## src/dbm_defines.svh

```systemverilog
// dbm_defines.svh: register offsets, field positions, reset values and burst counts
// assumes: included by its bare name by the block module, the lane and the bench of the byte mask / inversion block
`ifndef DBM_DEFINES_SVH
`define DBM_DEFINES_SVH

// ************************************************************
// register offsets (byte addresses on the APB side)
// ************************************************************
`define DBM_OFF_IO 8'h00
`define DBM_OFF_MISC 8'h04
`define DBM_OFF_STAT 8'h08

// ************************************************************
// field positions and reset values
// ************************************************************
`define DBM_WR_INV_BIT 7
`define DBM_RD_INV_BIT 6
`define DBM_MASK_DIS_BIT 5
`define DBM_IO_RST 8'h00
`define DBM_MISC_RST 8'h20
`define DBM_STAT_ILL_BIT 0

// ************************************************************
// burst and symbol counts
// ************************************************************
`define DBM_BEATS 5'h10
`define DBM_LAST_BEAT 4'hF
`define DBM_RD_ONES_MAX 4'h4
`define DBM_MW_ONES_MIN 3'h5

`endif

```

## src/dbm_pkg.sv

```systemverilog
// dbm_pkg.sv: types of the byte mask / inversion block
// assumes: compiled before every module of the block
package dbm_pkg;
  // command code on the link command pins
  typedef enum logic [2:0] {
    DBM_CMD_NONE = 3'h0,
    DBM_CMD_WR = 3'h1,
    DBM_CMD_MWR = 3'h2,
    DBM_CMD_RD = 3'h3,
    DBM_CMD_MRR = 3'h4,
    DBM_CMD_FWR = 3'h5,
    DBM_CMD_FRD = 3'h6
  } dbm_cmd_t;
  typedef enum logic [2:0] {
    DBM_ST_IDLE = 3'h1,
    DBM_ST_WR = 3'h2,
    DBM_ST_RD = 3'h4
  } dbm_state_t;
endpackage

```

## src/dbm_byte_mask_inversion.sv

```systemverilog
// dbm_byte_mask_inversion.sv: per-byte mask / inversion path of the DRAM data interface
// assumes: link pins come from another clock domain; core side and APB run on SYS_CLK
//
// Behaviour
// - masking applies to writes only; inversion to writes and reads; lanes independent
// - io config bit 7 set enables inversion of write and masked write data
// - io config bit 6 enables inversion of read data
// - misc control bit 5 clear enables masking, set disables it
// - one two-way double-rate mask/invert pin per byte, sampled with the data
// - write inversion and masking both off: pin receivers off, value ignored; training write still stores the pin pattern
// - read inversion off: pin drivers stay off for reads and mode reads
// - write inversion on: write or masked write byte inverted when the pin is sampled low, unless it is masked
// - read inversion: more than four ones inverts byte and drives pin high
// - masking on, write inversion off: plain write masks nothing, pin low
// - masked write, inversion off: pin high drops the bit time for the byte
// - masking and inversion on: pin low with five plus upper ones masks
// - training write treats the pin as pattern, no mask, no inversion
// - training read returns the pin pattern stored by training write
// - mode register read data never inverted; pin low if read inversion on
//
// The register addresses and the APB interface to the registers were decided locally.
`timescale 1ns/1ps
`default_nettype none
`include "dbm_defines.svh"

module dbm_byte_mask_inversion
  import dbm_pkg::*;
(
  input wire logic SYS_CLK,
  input wire logic RST_N,
  input wire logic PSEL,
  input wire logic PENABLE,
  input wire logic PWRITE,
  input wire logic [7:0] PADDR,
  input wire logic [31:0] PWDATA,
  input wire logic [3:0] PSTRB,
  output logic [31:0] PRDATA,
  output logic PREADY,
  output logic PSLVERR,
  input wire logic LINK_STROBE,
  input wire logic [2:0] CMD_CODE,
  input wire logic [15:0] DQ_IN,
  output logic [15:0] DQ_OUT,
  output logic DQ_OE_N,
  input wire logic [1:0] DMI_IN,
  output logic [1:0] DMI_OUT,
  output logic [1:0] DMI_OE_N,
  output logic WR_VALID,
  output logic [15:0] WR_DATA,
  output logic [1:0] WR_BYTE_EN,
  output logic [3:0] WR_BEAT,
  output logic [3:0] RD_BEAT,
  input wire logic [15:0] RD_DATA
);

  // ************************************************************
  // pin synchronisers and strobe edges
  // ************************************************************
  // limitation: each bit is synchronised alone, so the controller must
  // hold data and command steady around every strobe edge
  logic [21:0] sync_a;
  logic [21:0] sync_b;
  logic strobe_d;
  logic rise_s;
  logic edge_s;
  logic [15:0] s_dq;
  logic [1:0] s_dmi;
  dbm_cmd_t s_cmd;

  always_ff @(posedge SYS_CLK) begin
    if (!RST_N) begin
      sync_a <= 22'h0;
      sync_b <= 22'h0;
      strobe_d <= 1'b0;
    end else begin
      sync_a <= {LINK_STROBE, CMD_CODE, DMI_IN, DQ_IN};
      sync_b <= sync_a;
      strobe_d <= sync_b[21];
    end
  end

  assign rise_s = sync_b[21] & !strobe_d;
  assign edge_s = sync_b[21] ^ strobe_d;
  assign s_dq = sync_b[15:0];
  assign s_dmi = sync_b[17:16];
  assign s_cmd = dbm_cmd_t'(sync_b[20:18]);

  // ************************************************************
  // mode registers over APB
  // ************************************************************
  logic [7:0] mode_reg_io_config;
  logic [7:0] mode_reg_misc_control;
  logic illegal_mwr;
  logic apb_acc;
  logic apb_wr;
  logic addr_hit;
  logic wr_inv;
  logic rd_inv;
  logic mask_en;
  logic ill_set;
  dbm_state_t state;
  dbm_cmd_t cur_cmd;
  logic [4:0] beat;

  assign wr_inv = mode_reg_io_config[`DBM_WR_INV_BIT];
  assign rd_inv = mode_reg_io_config[`DBM_RD_INV_BIT];
  assign mask_en = !mode_reg_misc_control[`DBM_MASK_DIS_BIT];

  assign apb_acc = PSEL & PENABLE;
  assign addr_hit = (PADDR == `DBM_OFF_IO) | (PADDR == `DBM_OFF_MISC) | (PADDR == `DBM_OFF_STAT);
  assign apb_wr = apb_acc & PWRITE & addr_hit & PSTRB[0];
  assign PREADY = 1'b1;
  assign PSLVERR = apb_acc & !addr_hit;

  always_ff @(posedge SYS_CLK) begin
    if (!RST_N) begin
      mode_reg_io_config <= `DBM_IO_RST;
      mode_reg_misc_control <= `DBM_MISC_RST;
    end else if (apb_wr) begin
      if (PADDR == `DBM_OFF_IO) begin
        mode_reg_io_config <= PWDATA[7:0];
      end
      if (PADDR == `DBM_OFF_MISC) begin
        mode_reg_misc_control <= PWDATA[7:0];
      end
    end
  end

  // a new event beats a clear in the same cycle
  always_ff @(posedge SYS_CLK) begin
    if (!RST_N) begin
      illegal_mwr <= 1'b0;
    end else if (ill_set) begin
      illegal_mwr <= 1'b1;
    end else if (apb_wr && PADDR == `DBM_OFF_STAT && PWDATA[`DBM_STAT_ILL_BIT]) begin
      illegal_mwr <= 1'b0;
    end
  end

  // read data is fetched in the setup phase so the access needs no wait
  always_ff @(posedge SYS_CLK) begin
    if (!RST_N) begin
      PRDATA <= 32'h0;
    end else if (PSEL && !PENABLE && !PWRITE) begin
      case (PADDR)
        `DBM_OFF_IO: PRDATA <= {24'h0, mode_reg_io_config};
        `DBM_OFF_MISC: PRDATA <= {24'h0, mode_reg_misc_control};
        `DBM_OFF_STAT: PRDATA <= {25'h0, cur_cmd, state, illegal_mwr};
        default: PRDATA <= 32'h0;
      endcase
    end
  end

  // ************************************************************
  // burst sequencing
  // ************************************************************
  logic is_rd;
  logic is_wr;
  logic take;
  logic cap;
  logic ld;
  logic rel;
  logic [3:0] idx;
  dbm_cmd_t eff_cmd;

  assign is_rd = (s_cmd == DBM_CMD_RD) | (s_cmd == DBM_CMD_MRR) | (s_cmd == DBM_CMD_FRD);
  assign is_wr = (s_cmd == DBM_CMD_WR) | (s_cmd == DBM_CMD_MWR) | (s_cmd == DBM_CMD_FWR);
  assign take = (state == DBM_ST_IDLE) & rise_s & (is_rd | is_wr);
  assign ill_set = take & (s_cmd == DBM_CMD_MWR) & !mask_en;
  assign cap = (state == DBM_ST_WR) & edge_s;
  assign ld = (take & is_rd) | ((state == DBM_ST_RD) & edge_s & (beat != `DBM_BEATS));
  assign rel = (state == DBM_ST_RD) & edge_s & (beat == `DBM_BEATS);
  assign idx = beat[3:0];
  assign eff_cmd = (state == DBM_ST_IDLE) ? s_cmd : cur_cmd;
  assign RD_BEAT = idx;

  // every burst, masked write included, is sixteen beats on both strobe edges
  always_ff @(posedge SYS_CLK) begin
    if (!RST_N) begin
      state <= DBM_ST_IDLE;
      cur_cmd <= DBM_CMD_NONE;
      beat <= 5'h00;
    end else begin
      case (state)
        DBM_ST_IDLE: begin
          if (take) begin
            cur_cmd <= s_cmd;
            state <= is_rd ? DBM_ST_RD : DBM_ST_WR;
            beat <= is_rd ? 5'h01 : 5'h00;
          end
        end
        DBM_ST_WR: begin
          if (edge_s) begin
            if (idx == `DBM_LAST_BEAT) begin
              state <= DBM_ST_IDLE;
              beat <= 5'h00;
            end else begin
              beat <= beat + 5'h01;
            end
          end
        end
        DBM_ST_RD: begin
          if (rel) begin
            state <= DBM_ST_IDLE;
            beat <= 5'h00;
          end else if (edge_s) begin
            beat <= beat + 5'h01;
          end
        end
        default: begin
          state <= DBM_ST_IDLE;
          beat <= 5'h00;
        end
      endcase
    end
  end

  // ************************************************************
  // byte lanes and training store
  // ************************************************************
  logic [15:0] fifo_dq [0:15];
  logic [1:0] fifo_dmi [0:15];
  logic [1:0] fifo_dmi_now;
  logic [15:0] rd_src;
  wire logic [15:0] lane_wr;
  wire logic [1:0] lane_keep;
  wire logic [15:0] lane_rd;
  wire logic [1:0] lane_dmi;
  wire logic [1:0] lane_drv;

  assign fifo_dmi_now = fifo_dmi[idx];
  assign rd_src = (eff_cmd == DBM_CMD_FRD) ? fifo_dq[idx] : RD_DATA;

  for (genvar g = 0; g < 2; g++) begin : g_lane
    dbm_lane u_lane (
      .cmd(eff_cmd),
      .wr_inv_en(wr_inv),
      .rd_inv_en(rd_inv),
      .mask_en(mask_en),
      .dq_in(s_dq[8*g +: 8]),
      .dmi_in(s_dmi[g]),
      .rd_raw(rd_src[8*g +: 8]),
      .fifo_dmi(fifo_dmi_now[g]),
      .wr_data(lane_wr[8*g +: 8]),
      .wr_keep(lane_keep[g]),
      .rd_data(lane_rd[8*g +: 8]),
      .rd_dmi(lane_dmi[g]),
      .rd_dmi_drive(lane_drv[g])
    );
  end

  // training write keeps the raw pin pattern and data for the training read
  always_ff @(posedge SYS_CLK) begin
    if (!RST_N) begin
      for (int i = 0; i < 16; i++) begin
        fifo_dq[i] <= 16'h0;
        fifo_dmi[i] <= 2'h0;
      end
    end else if (cap && cur_cmd == DBM_CMD_FWR) begin
      fifo_dq[idx] <= s_dq;
      fifo_dmi[idx] <= s_dmi;
    end
  end

  // ************************************************************
  // core write port
  // ************************************************************
  always_ff @(posedge SYS_CLK) begin
    if (!RST_N) begin
      WR_VALID <= 1'b0;
      WR_DATA <= 16'h0;
      WR_BYTE_EN <= 2'h0;
      WR_BEAT <= 4'h0;
    end else begin
      WR_VALID <= cap & (cur_cmd != DBM_CMD_FWR);
      if (cap && cur_cmd != DBM_CMD_FWR) begin
        WR_DATA <= lane_wr;
        WR_BYTE_EN <= lane_keep;
        WR_BEAT <= idx;
      end
    end
  end

  // ************************************************************
  // link drive side
  // ************************************************************
  always_ff @(posedge SYS_CLK) begin
    if (!RST_N) begin
      DQ_OUT <= 16'h0;
      DQ_OE_N <= 1'b1;
      DMI_OUT <= 2'h0;
      DMI_OE_N <= 2'h3;
    end else if (rel) begin
      DQ_OUT <= 16'h0;
      DQ_OE_N <= 1'b1;
      DMI_OUT <= 2'h0;
      DMI_OE_N <= 2'h3;
    end else if (ld) begin
      DQ_OUT <= lane_rd;
      DQ_OE_N <= 1'b0;
      DMI_OUT <= lane_dmi & lane_drv;
      DMI_OE_N <= ~lane_drv;
    end
  end
endmodule // dbm_byte_mask_inversion

`default_nettype wire

```

## src/dbm_lane.sv

```systemverilog
// dbm_lane.sv: one byte lane, decides invert / mask / pass for one bit time
// assumes: purely combinational; the parent registers everything it drives out
`timescale 1ns/1ps
`default_nettype none
`include "dbm_defines.svh"

module dbm_lane
  import dbm_pkg::*;
(
  input wire dbm_cmd_t cmd,
  input wire logic wr_inv_en,
  input wire logic rd_inv_en,
  input wire logic mask_en,
  input wire logic [7:0] dq_in,
  input wire logic dmi_in,
  input wire logic [7:0] rd_raw,
  input wire logic fifo_dmi,
  output logic [7:0] wr_data,
  output logic wr_keep,
  output logic [7:0] rd_data,
  output logic rd_dmi,
  output logic rd_dmi_drive
);
  logic dmi_rx;
  logic [3:0] rd_ones;
  logic [2:0] hi_ones;

  // receiver off: the pin reads as low whatever the controller drives
  assign dmi_rx = (wr_inv_en | mask_en) & dmi_in;

  always_comb begin
    rd_ones = 4'h0;
    hi_ones = 3'h0;
    for (int i = 0; i < 8; i++) begin
      rd_ones = rd_ones + {3'h0, rd_raw[i]};
    end
    for (int i = 2; i < 8; i++) begin
      hi_ones = hi_ones + {2'h0, dq_in[i]};
    end
  end

  // ************************************************************
  // write direction
  // ************************************************************
  always_comb begin
    wr_data = dq_in;
    wr_keep = 1'b1;
    case (cmd)
      DBM_CMD_WR: begin
        // plain write never masks, even with masking on
        if (wr_inv_en && !dmi_rx) begin
          wr_data = ~dq_in;
        end
      end
      DBM_CMD_MWR: begin
        if (!mask_en) begin
          // illegal here; handled like a plain write so nothing is lost
          if (wr_inv_en && !dmi_rx) begin
            wr_data = ~dq_in;
          end
        end else if (!wr_inv_en) begin
          wr_keep = !dmi_rx;
        end else if (!dmi_rx && hi_ones >= `DBM_MW_ONES_MIN) begin
          wr_keep = 1'b0;
        end else if (!dmi_rx) begin
          wr_data = ~dq_in;
        end
      end
      default: begin
        // training write and idle pass the data untouched
        wr_keep = 1'b1;
      end
    endcase
  end

  // ************************************************************
  // read direction
  // ************************************************************
  always_comb begin
    rd_data = rd_raw;
    rd_dmi = 1'b0;
    rd_dmi_drive = 1'b0;
    case (cmd)
      DBM_CMD_RD: begin
        rd_dmi_drive = rd_inv_en;
        if (rd_inv_en && rd_ones > `DBM_RD_ONES_MAX) begin
          rd_data = ~rd_raw;
          rd_dmi = 1'b1;
        end
      end
      DBM_CMD_MRR: begin
        // pin held low, data never inverted
        rd_dmi_drive = rd_inv_en;
      end
      DBM_CMD_FRD: begin
        rd_dmi_drive = 1'b1;
        rd_dmi = fifo_dmi;
      end
      default: begin
        rd_dmi_drive = 1'b0;
      end
    endcase
  end
endmodule // dbm_lane

`default_nettype wire

```

## config.mk

```make
export PLATFORM = sky130hd
export DESIGN_NAME = dbm_byte_mask_inversion
export DESIGN_NICKNAME = d
export VERILOG_FILES = /design/src/dbm_pkg.sv /design/src/dbm_byte_mask_inversion.sv /design/src/dbm_lane.sv
export VERILOG_INCLUDE_DIRS = /design/src
export SDC_FILE = /design/constraint.sdc
export NUM_CORES = 1
export LEC_CHECK = 0
export BUFFER_PORTS_ARGS = -buffer_cell sky130_fd_sc_hd__buf_2
export CORE_AREA = 2 2 238 240
export DETAILED_ROUTE_END_ITERATION = 7
export DIE_AREA = 0 0 240 242
export GPL_TIMING_DRIVEN = 0
export SLEW_MARGIN = 20
export SYNTH_ARGS = -nofsm -noshare
export SYNTH_HDL_FRONTEND = slang
export SYNTH_SLANG_ARGS = --single-unit
```

## constraint.sdc

```tcl
create_clock -name SYS_CLK -period 7.5 [get_ports SYS_CLK]
set_input_delay 0.375 -clock SYS_CLK [delete_from_list [all_inputs] [get_ports SYS_CLK]]
set_output_delay 0.375 -clock SYS_CLK [all_outputs]
set_load 0.05 [all_outputs]
```

==> flow_summary.json <==
{
  "status": "completed",
  "diodes": 0,
  "ctsResizeCount": 0,
  "synth.area.top_cells": "edfxtp_1, dfxtp_1, mux4_2, and2_1, nor3_1",
  "layout_commonest_cell": "edfxtp_1",
  "rsz0062_at_grt": "no",
  "die_y_um": 242,
  "final_cell_mix": "edfxtp_1, and2_1, buf_2, dfxtp_1, nor3_1",
  "coreArea_um2": 55700,
  "vias": 13895,
  "syn_area_um2": 19200,
  "wl_per_cell_um": 23.8,
  "tns_ns": 0,
  "worst_slew_pin_slew_ns": 1.11,
  "ctsHoldBuffers": 19,
  "drt-vias-per-instance": 5.47,
  "antenna_found_initial": 1,
  "clkTransAtPathRegs_ns": 0.05,
  "grt_pass1_wl_um": 89400,
  "swShare_pct": 22.2,
  "pin_count": 169,
  "floorplan.initialDensity_pct": 34.4,
  "finalWeightedCongestion": 0.921,
  "num_rows": 87,
  "relSlewSlack_pct": 25.9,
  "cts_buffers": 46,
  "ys_seq_area_share_pct": 58.4,
  "p_leak_nw": 8.24,
  "synth_edf_count": 288,
  "ys.flop_type": "edfxtp_1",
  "wirelength_um": 60500,
  "comb_power_share_pct": 6.1,
  "rrSetupSlack_ns": 0.95,
  "clk_latency_ns": 0.59,
  "clock_path_buffers": 3,
  "drv_slew": 0,
  "power_density_nw_per_um2": 226,
  "async_flop_share_pct": 0,
  "cts_root_buffer": "clkbuf_16",
  "setup_viol": 0,
  "overflow": 0,
  "critPathRequiredTime_ns": 7.99,
  "ant_nets": 0,
  "stdcell_count": 2540,
  "first_pass_iters": 6,
  "clock_power_share_pct": 45.3,
  "grt_max_degree": 19,
  "crit_arrival_ns": 7.04,
  "netlist_instances": 1526,
  "ir_drop_uv": 164,
  "place_hpwl_um": 43100,
  "first_iter_violations": 1596,
  "dieArea_um2": 58100,
  "period_share_pct": 87.4,
  "finalNetCount": 1862,
  "switching_power_mw": 1.16,
  "min_period_ns": 6.55,
  "post-cts-setup-buffer-count": 0,
  "h-tree-depth": 2,
  "fp.dieW_um": 240,
  "crit_path_end_kind": "register",
  "seq_power_share_pct": 48.5,
  "grt_usage_pct": 20.8,
  "p_int_mw": 4.07,
  "yosysUniqueCellTypes": 64,
  "drv_cap": 0,
  "hold_class": "in2reg",
  "final_layout_size_suffix_gt1_share_pct": 20.6,
  "ys_ff_latch": 416,
  "crit_path_max_fanout": 10,
  "dp.cells": 2436,
  "cts_tree": "built",
  "drc": 0,
  "cts_sinks": 416,
  "grt_pass1_vias": 13878,
  "fmax_mhz": 153,
  "hold_violations": 0,
  "yosysTopAreaCell": "edfxtp_1",
  "avgSynthCellArea_um2": 12.6,
  "criticalPathCategory": "reg2reg",
  "fin_worst_skew_ns": 0.0273,
  "synthToLayoutAreaGrowth_pct": 20.3,
  "cp-start-kind": "register",
  "portBuffers": 116,
  "netlist.area_leader.share_pct": 45.1,
  "ys_warn_count": 0
}
==> worst paths after layout <==
path,from,end,cells after the start
worst min register to register,sync_a[17],sync_b[17],1
worst max-delay path,register,DQ_OUT[12],21
worst max register to register,register,DQ_OUT[12],21
worst min-delay path,DQ_IN[14],sync_a[14],2
==> per-stage QoR <==
step	hold WS (ns)	total power [mW]	setup WS (ns)	instance area [um2]	utilization, %
floorplan	0.412	2.76	2.15	19300	-
global placement	0.418	2.86	1.05	20800	37.3
detailed placement	0.422	2.89	0.967	21300	38.2
CTS	0.0000998	5.24	0.924	23100	41.4
global route	0.0168	5.36	0.564	23100	41.4
finish	0.0112	5.23	0.948	23100	41.4
==> routing by layer <==
| layer | part of all wire, % | GRT usage [%] |
|---|---|---|
| met1 | 40 | 27.6 |
| met2 | 46 | 32.9 |
| met3 | 10 | 5.21 |
| met4 | 3.6 | 7.65 |
| met5 | 0.015 | 0 |
==> state kept, by name (all words and copies together) (netlist names), 3 cells and up, named ones only <==
name	cells
sync_b	22
fifo_dmi	32
WR_BEAT	4
DQ_OUT	16
WR_DATA	16
PRDATA	8
mode_reg_io_config	8
beat	5
mode_reg_misc_control	8
sync_a	22
fifo_dq	256
cur_cmd	3
state	3
==> critical path, cell delays in order (launching register included) <==
cell,delay [ns]
dfxtp_1,0.30
buf_2,0.27
buf_4,0.31
buf_2,0.45
mux4_2,0.55
mux2i_1,0.48
nand2_1,0.12
o211ai_1,0.19
nand2_1,0.09
ha_1,0.33
fa_1,0.49
inv_1,0.05
fa_1,0.50
inv_1,0.05
fa_1,0.41
fa_1,0.51
o21bai_1,0.17
a21boi_0,0.10
o211ai_1,0.41
buf_2,0.30
nand2_1,0.15
o211ai_1,0.20
==> cells by family after synthesis <==
| group | count (synthesis) | share of synthesized area (%) |
|---|---|---|
| AND/OR/NAND/NOR | 545 | 15.3 |
| other | 2 | 0.0391 |
| adder cells (fa/ha/maj) | 28 | 2.37 |
| multiplexers | 125 | 11.4 |
| flip-flops | 416 | 58.4 |
| buffers and inverters | 193 | 4.68 |
| AO/OA/AOI/OAI | 217 | 7.77 |
==> power by group through the flow <==
stage | Clock, mW | Sequential [mW] | Combinational [mW]
4_1_cts | 2.39 | 2.54 | 0.319
6_report | 2.37 | 2.54 | 0.321
3_3_place_gp | 0 | 2.59 | 0.277
5_1_grt | 2.48 | 2.54 | 0.346
3_5_place_dp | 0 | 2.59 | 0.310
2_1_floorplan | 0 | 2.58 | 0.187
==> final cells by class <==
class,count,area (um2)
multi-input combinational,940,7360
fill,5246,32600
buffer,159,772
sequential,416,11200
tap,756,946
clock buffer,66,1330
clock inverter,19,246
inverter,34,128
timing repair buffer,150,1090
==> synth_stat cells (all sizes together), types with 4 or more instances <==
cell type / instances
a21boi: 7
nand2b: 15
o211ai: 14
edfxtp: 288
nand4: 5
o21a: 6
nor3: 126
mux4: 74
nand3: 11
and2: 178
a22oi: 8
nand2: 71
dfxtp: 128
a2111o: 4
ha: 14
nor2: 71
a21o: 8
mux2: 8
o22ai: 10
a21oi: 20
inv: 24
nor4: 44
a221o: 7
a2111oi: 12
o21bai: 4
mux2i: 43
a31oi: 11
fa: 14
nor2b: 4
a211oi: 34
o21ai: 59
clkinv: 10
buf: 71
clkbuf: 88
Note: power is estimated with default switching activity, not from simulation.
